===== config.mk =====
export PLATFORM = sky130hd
export DESIGN_NAME = slsq_top
export DESIGN_NICKNAME = d
export VERILOG_FILES = /design/src/inc/slsq_pkg.sv /design/src/hdl/slsq_tick.sv /design/src/hdl/slsq_top.sv
export SDC_FILE = /design/constraint.sdc
export NUM_CORES = 1
export LEC_CHECK = 0
export ABC_AREA = 0
export BUFFER_PORTS_ARGS = -buffer_cell sky130_fd_sc_hd__buf_4
export CAP_MARGIN = 20
export CORE_UTILIZATION = 52
export CTS_BUF_LIST = sky130_fd_sc_hd__clkbuf_8
export DETAILED_ROUTE_END_ITERATION = 7
export GPL_TIMING_DRIVEN = 0
export PLACE_DENSITY = 0.71
export SKIP_CTS_REPAIR_TIMING = 1
export SYNTH_ARGS = -nofsm -noshare
export SYNTH_HDL_FRONTEND = slang
export SYNTH_SLANG_ARGS = --single-unit

===== constraint.sdc =====
create_clock -name mclk_i -period 11.1 [get_ports mclk_i]
set_input_delay 0.555 -clock mclk_i [delete_from_list [all_inputs] [get_ports mclk_i]]
set_output_delay 0.555 -clock mclk_i [all_outputs]
set_load 0.005 [all_outputs]

===== src/inc/slsq_pkg.sv =====
// Constants and types for the status LED sequencer.
// Assumes a 25 MHz mclk_i and a same-clock UTC time base giving second strobes.
//
// Functional notes
// - Ordinary indications repeat every fifteen seconds.
// - Slots: status 7, satellites 2, clock 2, mode 4.
// - Satellite slot starts at UTC :00/:15/:30/:45.
// - Order: status, satellites, clock, then mode.
// - Startup: two flashes, then thirty seconds steady.
// - Shutdown: steady on until done, then off.
// - Normal status: off 1s, on 5s, off 1s.
// - Abnormal: 350ms flicker, then 50/350ms flashes.
// - Codes 1-7 map battery, card, temperature, disk, saturation, electrode, calibration.
// - Low disk warning five minutes, continuous below 2MB.
// - Flash counts 8 to 14 never used.
// - Fatal error: endless 100ms on, 100ms off.
// - One 250/250ms flash per satellite, four max.
// - Zero satellites: 1.9s on, 0.1s off.
// - Satellites beyond four are not shown.
// - Clock slot: zero to four flashes by clock source.
// - GPS lock needs at least four satellites.
// - Switch to UTC when leap correction arrives.
// - Lost lock falls back to oven oscillator.
// - Recording blocked until clock is synchronized.
// - Mode slot: one to four 900/100ms flashes.
package slsq_pkg;

    localparam int unsigned CLK_HZ = 25_000_000;
    localparam int unsigned TICK_NS = 1_000_000;
    localparam int unsigned TICK_CYCLES = CLK_HZ / 1_000_000 * TICK_NS / 1000;

    // Cycle layout in milliseconds, satellite alignment step in seconds.
    localparam logic [15:0] SLOT_STATUS_MS = 16'h1B58;
    localparam logic [15:0] SLOT_SAT_MS = 16'h07D0;
    localparam logic [15:0] SLOT_CLK_MS = 16'h07D0;
    localparam logic [15:0] SLOT_MODE_MS = 16'h0FA0;
    localparam logic [15:0] SAT_START_MS = SLOT_STATUS_MS;
    localparam logic [15:0] CLK_START_MS = SAT_START_MS + SLOT_SAT_MS;
    localparam logic [15:0] MODE_START_MS = CLK_START_MS + SLOT_CLK_MS;
    localparam logic [15:0] CYCLE_MS = MODE_START_MS + SLOT_MODE_MS;
    localparam logic [5:0] SAT_ALIGN_S = 6'h0F;

    // Pattern timings in milliseconds.
    localparam logic [15:0] NORM_OFF_MS = 16'h03E8;
    localparam logic [15:0] NORM_ON_MS = 16'h1388;
    localparam logic [15:0] ALERT_MS = 16'h015E;
    localparam logic [15:0] FLICK_HALF_MS = 16'h0019;
    localparam logic [15:0] ERR_ON_MS = 16'h0032;
    localparam logic [15:0] ERR_OFF_MS = 16'h015E;
    localparam logic [15:0] FATAL_HALF_MS = 16'h0064;
    localparam logic [15:0] SAT_ON_MS = 16'h00FA;
    localparam logic [15:0] SAT_OFF_MS = 16'h00FA;
    localparam logic [15:0] ZERO_ON_MS = 16'h076C;
    localparam logic [15:0] MODE_ON_MS = 16'h0384;
    localparam logic [15:0] MODE_OFF_MS = 16'h0064;
    localparam logic [15:0] START_ON_MS = 16'h00FA;
    localparam logic [15:0] START_OFF_MS = 16'h00FA;
    localparam logic [15:0] START_STEADY_MS = 16'h7530;
    localparam logic [15:0] START_FLASHES_MS = 16'h0002 * (START_ON_MS + START_OFF_MS);
    localparam logic [15:0] START_TOTAL_MS = START_FLASHES_MS + START_STEADY_MS;
    localparam logic [19:0] LEAP_WAIT_MS = 20'hB71B0;
    localparam logic [19:0] DISK_SHOW_MS = 20'h493E0;

    // Thresholds and counts.
    localparam logic [15:0] BATT_MIN_MV = 16'h2AF8;
    localparam logic [7:0] TEMP_MAX_C = 8'h3C;
    localparam logic [15:0] DISK_AUDIO_MB = 16'h0032;
    localparam logic [15:0] DISK_STD_MB = 16'h000A;
    localparam logic [15:0] DISK_HARD_MB = 16'h0002;
    localparam logic [3:0] SAT_MAX = 4'h4;
    localparam logic [1:0] MODE_RECORD = 2'h2;

    typedef enum logic [2:0] {
        SLSQ_PH_START = 3'b000,
        SLSQ_PH_RUN = 3'b001,
        SLSQ_PH_SHUT = 3'b010,
        SLSQ_PH_OFF = 3'b011,
        SLSQ_PH_FATAL = 3'b100
    } slsq_ph_t;

    // Codes equal the flash count in the clock slot.
    typedef enum logic [2:0] {
        SLSQ_CS_UNINIT = 3'b000,
        SLSQ_CS_RTC = 3'b001,
        SLSQ_CS_SYNC = 3'b010,
        SLSQ_CS_OVEN_CRYSTAL_OSCILLATOR = 3'b011,
        SLSQ_CS_GPS = 3'b100
    } slsq_cs_t;

endpackage : slsq_pkg


===== src/hdl/slsq_tick.sv =====
// Millisecond tick generator for the status LED sequencer.
// Assumes clear_i comes from logic on mclk_i.
`timescale 1ns/1ps
`default_nettype none
module slsq_tick #(
    parameter int unsigned CYCLES = 25000
) (
    // Clock and reset
    input wire logic mclk_i,
    input wire logic rst_i,
    // Phase control
    input wire logic clear_i,
    output logic tick_o
);
    localparam int unsigned W = (CYCLES > 2) ? $clog2(CYCLES) : 1;
    localparam logic [W-1:0] LAST = W'(CYCLES - 1);

    generate
        if (CYCLES < 2) begin : g_bad
            $error("slsq_tick: CYCLES must be at least 2");
        end
    endgenerate

    logic [W-1:0] cnt_q;
    logic [W-1:0] cnt_d;
    logic tick_q;
    logic tick_d;

    // Clearing restarts the millisecond so the cycle phase lands on the UTC second.
    always_comb begin
        cnt_d = (clear_i || cnt_q == LAST) ? '0 : cnt_q + 1'b1;
        tick_d = (cnt_q == LAST) && !clear_i;
    end

    always_ff @(posedge mclk_i) begin
        if (rst_i) begin
            cnt_q <= '0;
            tick_q <= 1'b0;
        end else begin
            cnt_q <= cnt_d;
            tick_q <= tick_d;
        end
    end

    assign tick_o = tick_q;
endmodule : slsq_tick
`default_nettype wire


===== src/hdl/slsq_top.sv =====
// Status LED sequencer: startup, run cycle, shutdown and fatal patterns.
// Assumes every input comes from logic on mclk_i, so none is synchronised here.
`timescale 1ns/1ps
`default_nettype none
module slsq_top
    import slsq_pkg::*;
#(
    parameter int unsigned TICK_CYCLES_P = slsq_pkg::TICK_CYCLES
) (
    // Clock and reset
    input wire logic mclk_i,
    input wire logic rst_i,
    // UTC time base
    input wire logic utc_sec_stb_i,
    input wire logic [5:0] utc_sec_i,
    // System state
    input wire logic fatal_err_i,
    input wire logic shutdown_req_i,
    input wire logic shutdown_done_i,
    // Status conditions
    input wire logic [15:0] batt_mv_i,
    input wire logic card_present_i,
    input wire logic [7:0] temp_c_i,
    input wire logic [15:0] free_mb_i,
    input wire logic audio_band_survey_i,
    input wire logic sat_rec_inc_i,
    input wire logic electrode_high_i,
    input wire logic cal_failed_i,
    // Satellites and clock
    input wire logic [3:0] sat_count_i,
    input wire logic rtc_valid_i,
    input wire logic leap_rx_i,
    // Instrument mode, 0 setup to 3 idle
    input wire logic [1:0] mode_i,
    // Indications
    output logic led_o,
    output logic [2:0] status_code_o,
    output logic [2:0] clk_src_o,
    output logic utc_locked_o,
    output logic leap_overdue_o,
    output logic record_enable_o
);
    import slsq_pkg::*;

    function automatic logic slsq_flash(input logic [15:0] off, input logic [15:0] per,
                                        input logic [15:0] on_ms, input logic [3:0] n);
        logic [19:0] span;
        span = 20'(per) * 20'(n);
        return (20'(off) < span) && ((off % per) < on_ms);
    endfunction : slsq_flash

    function automatic logic [2:0] slsq_lowest(input logic [6:0] act);
        logic [2:0] code;
        code = 3'h0;
        for (int i = 6; i >= 0; i--) begin
            if (act[i]) begin
                code = 3'(i + 1);
            end
        end
        return code;
    endfunction : slsq_lowest

    logic tick;
    logic align;
    assign align = utc_sec_stb_i && ((utc_sec_i % SAT_ALIGN_S) == 6'h00);

    slsq_tick #(.CYCLES(TICK_CYCLES_P)) u_tick (
        .mclk_i(mclk_i),
        .rst_i(rst_i),
        .clear_i(align),
        .tick_o(tick)
    );

    // Cycle position and per-cycle snapshot.
    logic [15:0] pos_q, pos_d;
    logic [2:0] code_q, code_d;
    logic [3:0] sat_q, sat_d;
    logic [2:0] cs_snap_q, cs_snap_d;
    logic [1:0] mode_q, mode_d;
    logic satrec_q, satrec_d;
    logic below_q, below_d;
    logic [19:0] disk_tmr_q, disk_tmr_d;
    logic wrap;
    logic below_thr;
    logic disk_act;
    logic [6:0] act;
    slsq_cs_t cs_q, cs_d;

    assign wrap = tick && !align && (pos_q == CYCLE_MS - 16'h0001);
    assign below_thr = free_mb_i < (audio_band_survey_i ? DISK_AUDIO_MB : DISK_STD_MB);

    always_comb begin
        pos_d = pos_q;
        if (align) begin
            pos_d = SAT_START_MS;
        end else if (tick) begin
            pos_d = wrap ? 16'h0000 : pos_q + 16'h0001;
        end
        below_d = below_thr;
        disk_tmr_d = disk_tmr_q;
        if (below_thr && !below_q) begin
            disk_tmr_d = DISK_SHOW_MS;
        end else if (tick && disk_tmr_q != 20'h00000) begin
            disk_tmr_d = disk_tmr_q - 20'h00001;
        end
        disk_act = (mode_i == MODE_RECORD) &&
                   ((free_mb_i < DISK_HARD_MB) || (below_thr && disk_tmr_q != 20'h00000));
        act = {cal_failed_i, electrode_high_i, satrec_q, disk_act,
               temp_c_i > TEMP_MAX_C, !card_present_i, batt_mv_i < BATT_MIN_MV};
        code_d = code_q;
        sat_d = sat_q;
        cs_snap_d = cs_snap_q;
        mode_d = mode_q;
        // A saturation event in the capture cycle is kept for the next cycle.
        satrec_d = satrec_q;
        if (wrap) begin
            code_d = slsq_lowest(act);
            sat_d = (sat_count_i > SAT_MAX) ? SAT_MAX : sat_count_i;
            cs_snap_d = cs_q;
            mode_d = mode_i;
            satrec_d = 1'b0;
        end
        if (sat_rec_inc_i) begin
            satrec_d = 1'b1;
        end
    end

    always_ff @(posedge mclk_i) begin
        if (rst_i) begin
            pos_q <= 16'h0000;
            code_q <= 3'h0;
            sat_q <= 4'h0;
            cs_snap_q <= 3'h0;
            mode_q <= 2'h0;
            satrec_q <= 1'b0;
            below_q <= 1'b0;
            disk_tmr_q <= 20'h00000;
        end else begin
            pos_q <= pos_d;
            code_q <= code_d;
            sat_q <= sat_d;
            cs_snap_q <= cs_snap_d;
            mode_q <= mode_d;
            satrec_q <= satrec_d;
            below_q <= below_d;
            disk_tmr_q <= disk_tmr_d;
        end
    end

    // Top-level phase.
    slsq_ph_t ph_q, ph_d;
    logic [15:0] phcnt_q, phcnt_d;

    always_comb begin
        ph_d = ph_q;
        phcnt_d = tick ? phcnt_q + 16'h0001 : phcnt_q;
        unique case (ph_q)
            SLSQ_PH_START: begin
                if (tick && phcnt_q == START_TOTAL_MS - 16'h0001) begin
                    ph_d = SLSQ_PH_RUN;
                end
            end
            SLSQ_PH_RUN: begin
            end
            SLSQ_PH_SHUT: begin
                if (shutdown_done_i) begin
                    ph_d = SLSQ_PH_OFF;
                end
            end
            SLSQ_PH_OFF: begin
            end
            SLSQ_PH_FATAL: begin
                if (tick && phcnt_q == 16'h0002 * FATAL_HALF_MS - 16'h0001) begin
                    phcnt_d = 16'h0000;
                end
            end
            default: begin
                ph_d = SLSQ_PH_FATAL;
            end
        endcase
        if (shutdown_req_i && (ph_q == SLSQ_PH_START || ph_q == SLSQ_PH_RUN)) begin
            ph_d = SLSQ_PH_SHUT;
        end
        // Fatal overrides every other pattern and restarts the toggle phase.
        if (fatal_err_i && ph_q != SLSQ_PH_FATAL) begin
            ph_d = SLSQ_PH_FATAL;
            phcnt_d = 16'h0000;
        end
    end

    always_ff @(posedge mclk_i) begin
        if (rst_i) begin
            ph_q <= SLSQ_PH_START;
            phcnt_q <= 16'h0000;
        end else begin
            ph_q <= ph_d;
            phcnt_q <= phcnt_d;
        end
    end

    // Clock source tracking.
    logic utc_q, utc_d;
    logic [19:0] leap_tmr_q, leap_tmr_d;
    logic over_q, over_d;
    logic rec_q, rec_d;
    logic locked_sats;
    assign locked_sats = sat_count_i >= SAT_MAX;

    always_comb begin
        cs_d = cs_q;
        utc_d = utc_q;
        leap_tmr_d = (tick && leap_tmr_q != 20'h00000) ? leap_tmr_q - 20'h00001 : leap_tmr_q;
        unique case (cs_q)
            SLSQ_CS_UNINIT, SLSQ_CS_RTC, SLSQ_CS_SYNC: begin
                if (locked_sats) begin
                    cs_d = SLSQ_CS_GPS;
                    leap_tmr_d = LEAP_WAIT_MS;
                end else if (sat_count_i != 4'h0) begin
                    cs_d = SLSQ_CS_SYNC;
                end else begin
                    cs_d = rtc_valid_i ? SLSQ_CS_RTC : SLSQ_CS_UNINIT;
                end
            end
            SLSQ_CS_OVEN_CRYSTAL_OSCILLATOR: begin
                if (locked_sats) begin
                    cs_d = SLSQ_CS_GPS;
                end
            end
            SLSQ_CS_GPS: begin
                if (!locked_sats) begin
                    cs_d = SLSQ_CS_OVEN_CRYSTAL_OSCILLATOR;
                end
            end
            default: begin
                cs_d = SLSQ_CS_UNINIT;
            end
        endcase
        if (leap_rx_i && cs_q == SLSQ_CS_GPS) begin
            utc_d = 1'b1;
        end
        // The overdue flag only reports; the switch to UTC still waits for the correction.
        over_d = (cs_q == SLSQ_CS_GPS) && !utc_q && (leap_tmr_q == 20'h00000);
        rec_d = (cs_d == SLSQ_CS_GPS) || (cs_d == SLSQ_CS_OVEN_CRYSTAL_OSCILLATOR);
    end

    always_ff @(posedge mclk_i) begin
        if (rst_i) begin
            cs_q <= SLSQ_CS_UNINIT;
            utc_q <= 1'b0;
            leap_tmr_q <= 20'h00000;
            over_q <= 1'b0;
            rec_q <= 1'b0;
        end else begin
            cs_q <= cs_d;
            utc_q <= utc_d;
            leap_tmr_q <= leap_tmr_d;
            over_q <= over_d;
            rec_q <= rec_d;
        end
    end

    // LED pattern.
    logic led_q, led_d;
    logic [15:0] st_off;

    always_comb begin
        led_d = 1'b0;
        st_off = pos_q - ALERT_MS;
        unique case (ph_q)
            SLSQ_PH_START: begin
                led_d = slsq_flash(phcnt_q, START_ON_MS + START_OFF_MS, START_ON_MS, 4'h2) ||
                        (phcnt_q >= START_FLASHES_MS);
            end
            SLSQ_PH_RUN: begin
                if (pos_q < SAT_START_MS) begin
                    if (code_q == 3'h0) begin
                        led_d = (pos_q >= NORM_OFF_MS) && (pos_q < NORM_OFF_MS + NORM_ON_MS);
                    end else if (pos_q < ALERT_MS) begin
                        led_d = ((pos_q / FLICK_HALF_MS) % 16'h0002) == 16'h0000;
                    end else begin
                        led_d = slsq_flash(st_off, ERR_ON_MS + ERR_OFF_MS, ERR_ON_MS,
                                           {1'b0, code_q});
                    end
                end else if (pos_q < CLK_START_MS) begin
                    if (sat_q == 4'h0) begin
                        led_d = (pos_q - SAT_START_MS) < ZERO_ON_MS;
                    end else begin
                        led_d = slsq_flash(pos_q - SAT_START_MS, SAT_ON_MS + SAT_OFF_MS,
                                           SAT_ON_MS, sat_q);
                    end
                end else if (pos_q < MODE_START_MS) begin
                    led_d = slsq_flash(pos_q - CLK_START_MS, SAT_ON_MS + SAT_OFF_MS,
                                       SAT_ON_MS, {1'b0, cs_snap_q});
                end else begin
                    // mode flashes and off after flashes
                    led_d = slsq_flash(pos_q - MODE_START_MS, MODE_ON_MS + MODE_OFF_MS,
                                       MODE_ON_MS, {2'b00, mode_q} + 4'h1);
                end
            end
            SLSQ_PH_SHUT: begin
                led_d = 1'b1;
            end
            SLSQ_PH_OFF: begin
                led_d = 1'b0;
            end
            SLSQ_PH_FATAL: begin
                led_d = phcnt_q < FATAL_HALF_MS;
            end
            default: begin
                led_d = 1'b0;
            end
        endcase
    end

    always_ff @(posedge mclk_i) begin
        if (rst_i) begin
            led_q <= 1'b0;
        end else begin
            led_q <= led_d;
        end
    end

    assign led_o = led_q;
    assign status_code_o = code_q;
    assign clk_src_o = cs_q;
    assign utc_locked_o = utc_q;
    assign leap_overdue_o = over_q;
    assign record_enable_o = rec_q;

    property p_cycle_wrap;
        @(posedge mclk_i) disable iff (rst_i) wrap |=> pos_q == 16'h0000;
    endproperty
    a_cycle_wrap: assert property (p_cycle_wrap)
        else $error("cycle did not wrap");

    property p_align;
        @(posedge mclk_i) disable iff (rst_i) align |=> (pos_q == SAT_START_MS) && !tick;
    endproperty
    a_align: assert property (p_align)
        else $error("satellite slot not aligned");

    property p_normal_on;
        @(posedge mclk_i) disable iff (rst_i)
            ph_q == SLSQ_PH_RUN && code_q == 3'h0 && pos_q >= NORM_OFF_MS &&
            pos_q < NORM_OFF_MS + NORM_ON_MS |=> led_q;
    endproperty
    a_normal_on: assert property (p_normal_on)
        else $error("normal light missing");

    property p_shut;
        @(posedge mclk_i) disable iff (rst_i) ph_q == SLSQ_PH_SHUT |=> led_q;
    endproperty
    a_shut: assert property (p_shut)
        else $error("LED dark during shutdown");

    property p_fatal;
        @(posedge mclk_i) disable iff (rst_i)
            ph_q == SLSQ_PH_FATAL |=> led_q == ($past(phcnt_q) < FATAL_HALF_MS);
    endproperty
    a_fatal: assert property (p_fatal)
        else $error("fatal toggle wrong");

    property p_fallback;
        @(posedge mclk_i) disable iff (rst_i) cs_q == SLSQ_CS_GPS && !locked_sats |=>
            cs_q == SLSQ_CS_OVEN_CRYSTAL_OSCILLATOR;
    endproperty
    a_fallback: assert property (p_fallback)
        else $error("no oscillator fallback");

    property p_lock_needs_four;
        @(posedge mclk_i) disable iff (rst_i) cs_q != SLSQ_CS_GPS && !locked_sats |=>
            cs_q != SLSQ_CS_GPS;
    endproperty
    a_lock_needs_four: assert property (p_lock_needs_four)
        else $error("lock without four");

    property p_rec_gate;
        @(posedge mclk_i) disable iff (rst_i)
            cs_q == SLSQ_CS_UNINIT ##1 cs_q == SLSQ_CS_UNINIT |-> !record_enable_o;
    endproperty
    a_rec_gate: assert property (p_rec_gate)
        else $error("recording allowed unsynchronised");

    property p_priority;
        @(posedge mclk_i) disable iff (rst_i)
            wrap && batt_mv_i < BATT_MIN_MV |=> code_q == 3'h1;
    endproperty
    a_priority: assert property (p_priority)
        else $error("lowest code not chosen");

    property p_zero_sat_gap;
        @(posedge mclk_i) disable iff (rst_i)
            ph_q == SLSQ_PH_RUN && sat_q == 4'h0 && pos_q >= SAT_START_MS + ZERO_ON_MS &&
            pos_q < CLK_START_MS |=> !led_q;
    endproperty
    a_zero_sat_gap: assert property (p_zero_sat_gap)
        else $error("zero satellite gap lit");

    property p_start_steady;
        @(posedge mclk_i) disable iff (rst_i)
            ph_q == SLSQ_PH_START && phcnt_q >= START_FLASHES_MS |=> led_q;
    endproperty
    a_start_steady: assert property (p_start_steady)
        else $error("startup steady light off");
endmodule : slsq_top
`default_nettype wire


==> results.ini <==
[setup_path]
path_max_fanout=10
critPathLaunchType=register
endpoint_kind=register
cp_slowest_cell=nor3_2
r2r_slack_ns=0.23
cp_common_cell=buf_6
crit_type=reg2reg
worstPathRequired_ns=11.45
arrival_ns=11.21
cp_slowest_stage_delay_ns=0.49

[timing]
fin_ws_ns=0.232
maxSlewHeadroom_pct=18.0
worstMarginPinSlew_ns=1.23
fin_setup_tns_ns=0
finalHoldViolations=0
whs_ns=0.342
fin_crit_sh_pct=97.9
setup_viol=0
slew_violations=0
fmax_mhz=92.0
skew_ns=0.0245
layout_min_cycle_time_ns=10.87

[cells_and_area]
fin_cells=4504
drive_gt1_share_pct=15.8
nNetsFinal=4061
stdcell_area_um2=29000
area_growth_pct=15.2
n_antenna_cell=0
utilization_pct=60.8

[clocking]
cts_tree=done
cts_sinks=112
cts-root-buf=clkbuf_8
clk_latency_ns=0.39
path_clk_slew_ns=0.12
numCtsBuffers=9
htreeDepth=3
clock_path_buffers=2

[placement]
pre_cts_ws_ns=-2.21
place_congestion=1.03
hpwl_um=66900
place.port_buffers=70
dpl_cell_area_um2=26500
dp.cells=4399

[global_routing]
grt_use_total_pct=33.0
grt_overflow=0
grt_max_degree=17
grt_pass1_vias=26000
grt_pass1_wl_um=136000
antenna_found_initial=0

[logic_synthesis]
yosysUniqueCellTypes=126
synth_area_um2=25200
synthCells=3709
synth_edf_count=0
ys_async_sr_fraction_pct=0
syn_avg_cell_area_um2=6.79
yosysWarnings=0
syn-num-nets=3886
ys.flop_type=dfxtp_1
ys_seq_area_share_pct=8.90
synth.ff_latch_count=112

[pwr]
power.leakage_nw=10.5
power_mw=5.96
power_density_nw_per_um2=205
ir_drop_uv=251

[die]
core_um2=47700
die_x_um=222
num_rows=80
pin_count=75
die_area_um2=49300
start_util_pct=52.7
fp.dieH_um=222

[routing]
wl_um=88100
vias=30300
drc_errors=0
postRouteAntennaNets=0
dr.pass1.iters=6
viasPerCell=6.72
wl_per_cell_um=19.6
initialDrtViolationCount=3104

[status]
status=completed

[run]
cap_violations=0

[worst_hold_path]
min_path_type=in2reg

-- registers in the layout, indices dropped and copies added, names as in the netlist --
| register | cells |
|---|---|
| below_q | 1 |
| clk_src_o | 3 |
| cs_snap_q | 3 |
| disk_tmr_q | 20 |
| leap_overdue_o | 1 |
| leap_tmr_q | 20 |
| led_o | 1 |
| mode_q | 2 |
| ph_q | 3 |
| phcnt_q | 16 |
| pos_q | 16 |
| record_enable_o | 1 |
| sat_q | 4 |
| satrec_q | 1 |
| status_code_o | 3 |
| u_tick.cnt_q | 15 |
| u_tick.tick_o | 1 |
| utc_locked_o | 1 |
-- worst paths after layout --
path	startpoint	to	depth (start not counted)
setup / recovery	pos_q[2]	led_o	43
hold / removal	sat_count_i[2]	clk_src_o[1]	2
setup reg to reg	pos_q[2]	led_o	43
hold reg to reg	u_tick.cnt_q[0]	u_tick.cnt_q[0]	1
-- logic make-up (layout without fill, tap and decap cells) --
group / count (synthesis) / after routing / synth area share, %
flip-flops: 112 / 112 / 8.90
XOR/XNOR: 301 / 301 / 10.6
buffers and inverters: 289 / 468 / 4.59
adder cells (fa/ha/maj): 116 / 116 / 6.11
multiplexers: 92 / 92 / 3.78
AND/OR/NAND/NOR: 1555 / 1555 / 31.1
AO/OA/AOI/OAI: 1244 / 1245 / 34.9
-- synth_stat cells (23+ instances only) --
cell type  instances  area share (%)
a211oi_1          52             1.6
buf_2             24            0.48
a31oi_1           65             1.6
and2_1            64             1.6
o31ai_1           37             1.1
inv_1            117             1.7
a21oi_1          260             5.2
and3_1            29            0.72
or2_2             40            0.99
mux2i_1           67             2.7
nand2_1          311             4.6
clkbuf_1         108             1.6
nor2_1           410             6.1
dfxtp_1          112             8.9
o21ai_0          201             4.0
or3_1             67             1.7
nor3_1           156             3.1
nand3_1          139             2.8
xnor2_1          219             7.6
nor2b_1           31            0.77
xor2_1            78             2.7
o22ai_1           27            0.67
o21ai_1           33            0.66
nand2b_1          51             1.3
nor4_1            67             1.7
ha_1              99             4.9
mux2_2            24             1.1
o211ai_1          47             1.4
a21o_1            58             1.7
or4_1             23            0.69
a31o_2            24            0.83
o21a_1            48             1.4
nand4_1           61             1.5
-- power by group --
part           switching [mW]  internal [mW]  total (mW)
Combinational            3.19           2.08        5.27
Clock                   0.138          0.131       0.268
Sequential            0.00914          0.411       0.420
-- per-layer routing --
layer	part of all wire, %	wire (um)	global-route usage [%]
met1	43	38100	45.4
met2	44	38800	52.7
met3	8.9	7870	3.98
met4	3.9	3410	11.4
met5	0	0	0
-- cell usage in the layout, fill, tap and decap left out, types with 61 or more instances in the layout --
| master | count |
|---|---|
| dfxtp_1 | 109 |
| and2_1 | 63 |
| a21oi_1 | 244 |
| nor2_1 | 398 |
| clkbuf_1 | 87 |
| buf_4 | 166 |
| or3_1 | 64 |
| nand4_1 | 61 |
| nor3_1 | 141 |
| nand3_1 | 136 |
| nand2_1 | 308 |
| xnor2_1 | 200 |
| ha_1 | 97 |
| o21ai_0 | 191 |
| inv_1 | 119 |
| xor2_1 | 72 |
-- worst max-delay path: cells and delay by family (launching register included) --
family,cells,cell delay [ns]
compound gates,19,4.83
simple gates,12,2.80
fa+ha+maj,2,0.51
buf+inv,8,1.66
xor+xnor,2,0.55
flops,1,0.45
-- final cells by class --
type,instances,area [um^2]
multi-input cells,3309,23300
fillers,4551,18700
flip-flops and latches,112,2250
repair buffers,166,1250
well taps,615,769
plain buffers,157,749
inverters,129,503
clock buffers,10,138
clock inverters,6,76.3
Power figures use the tool's default switching activity.
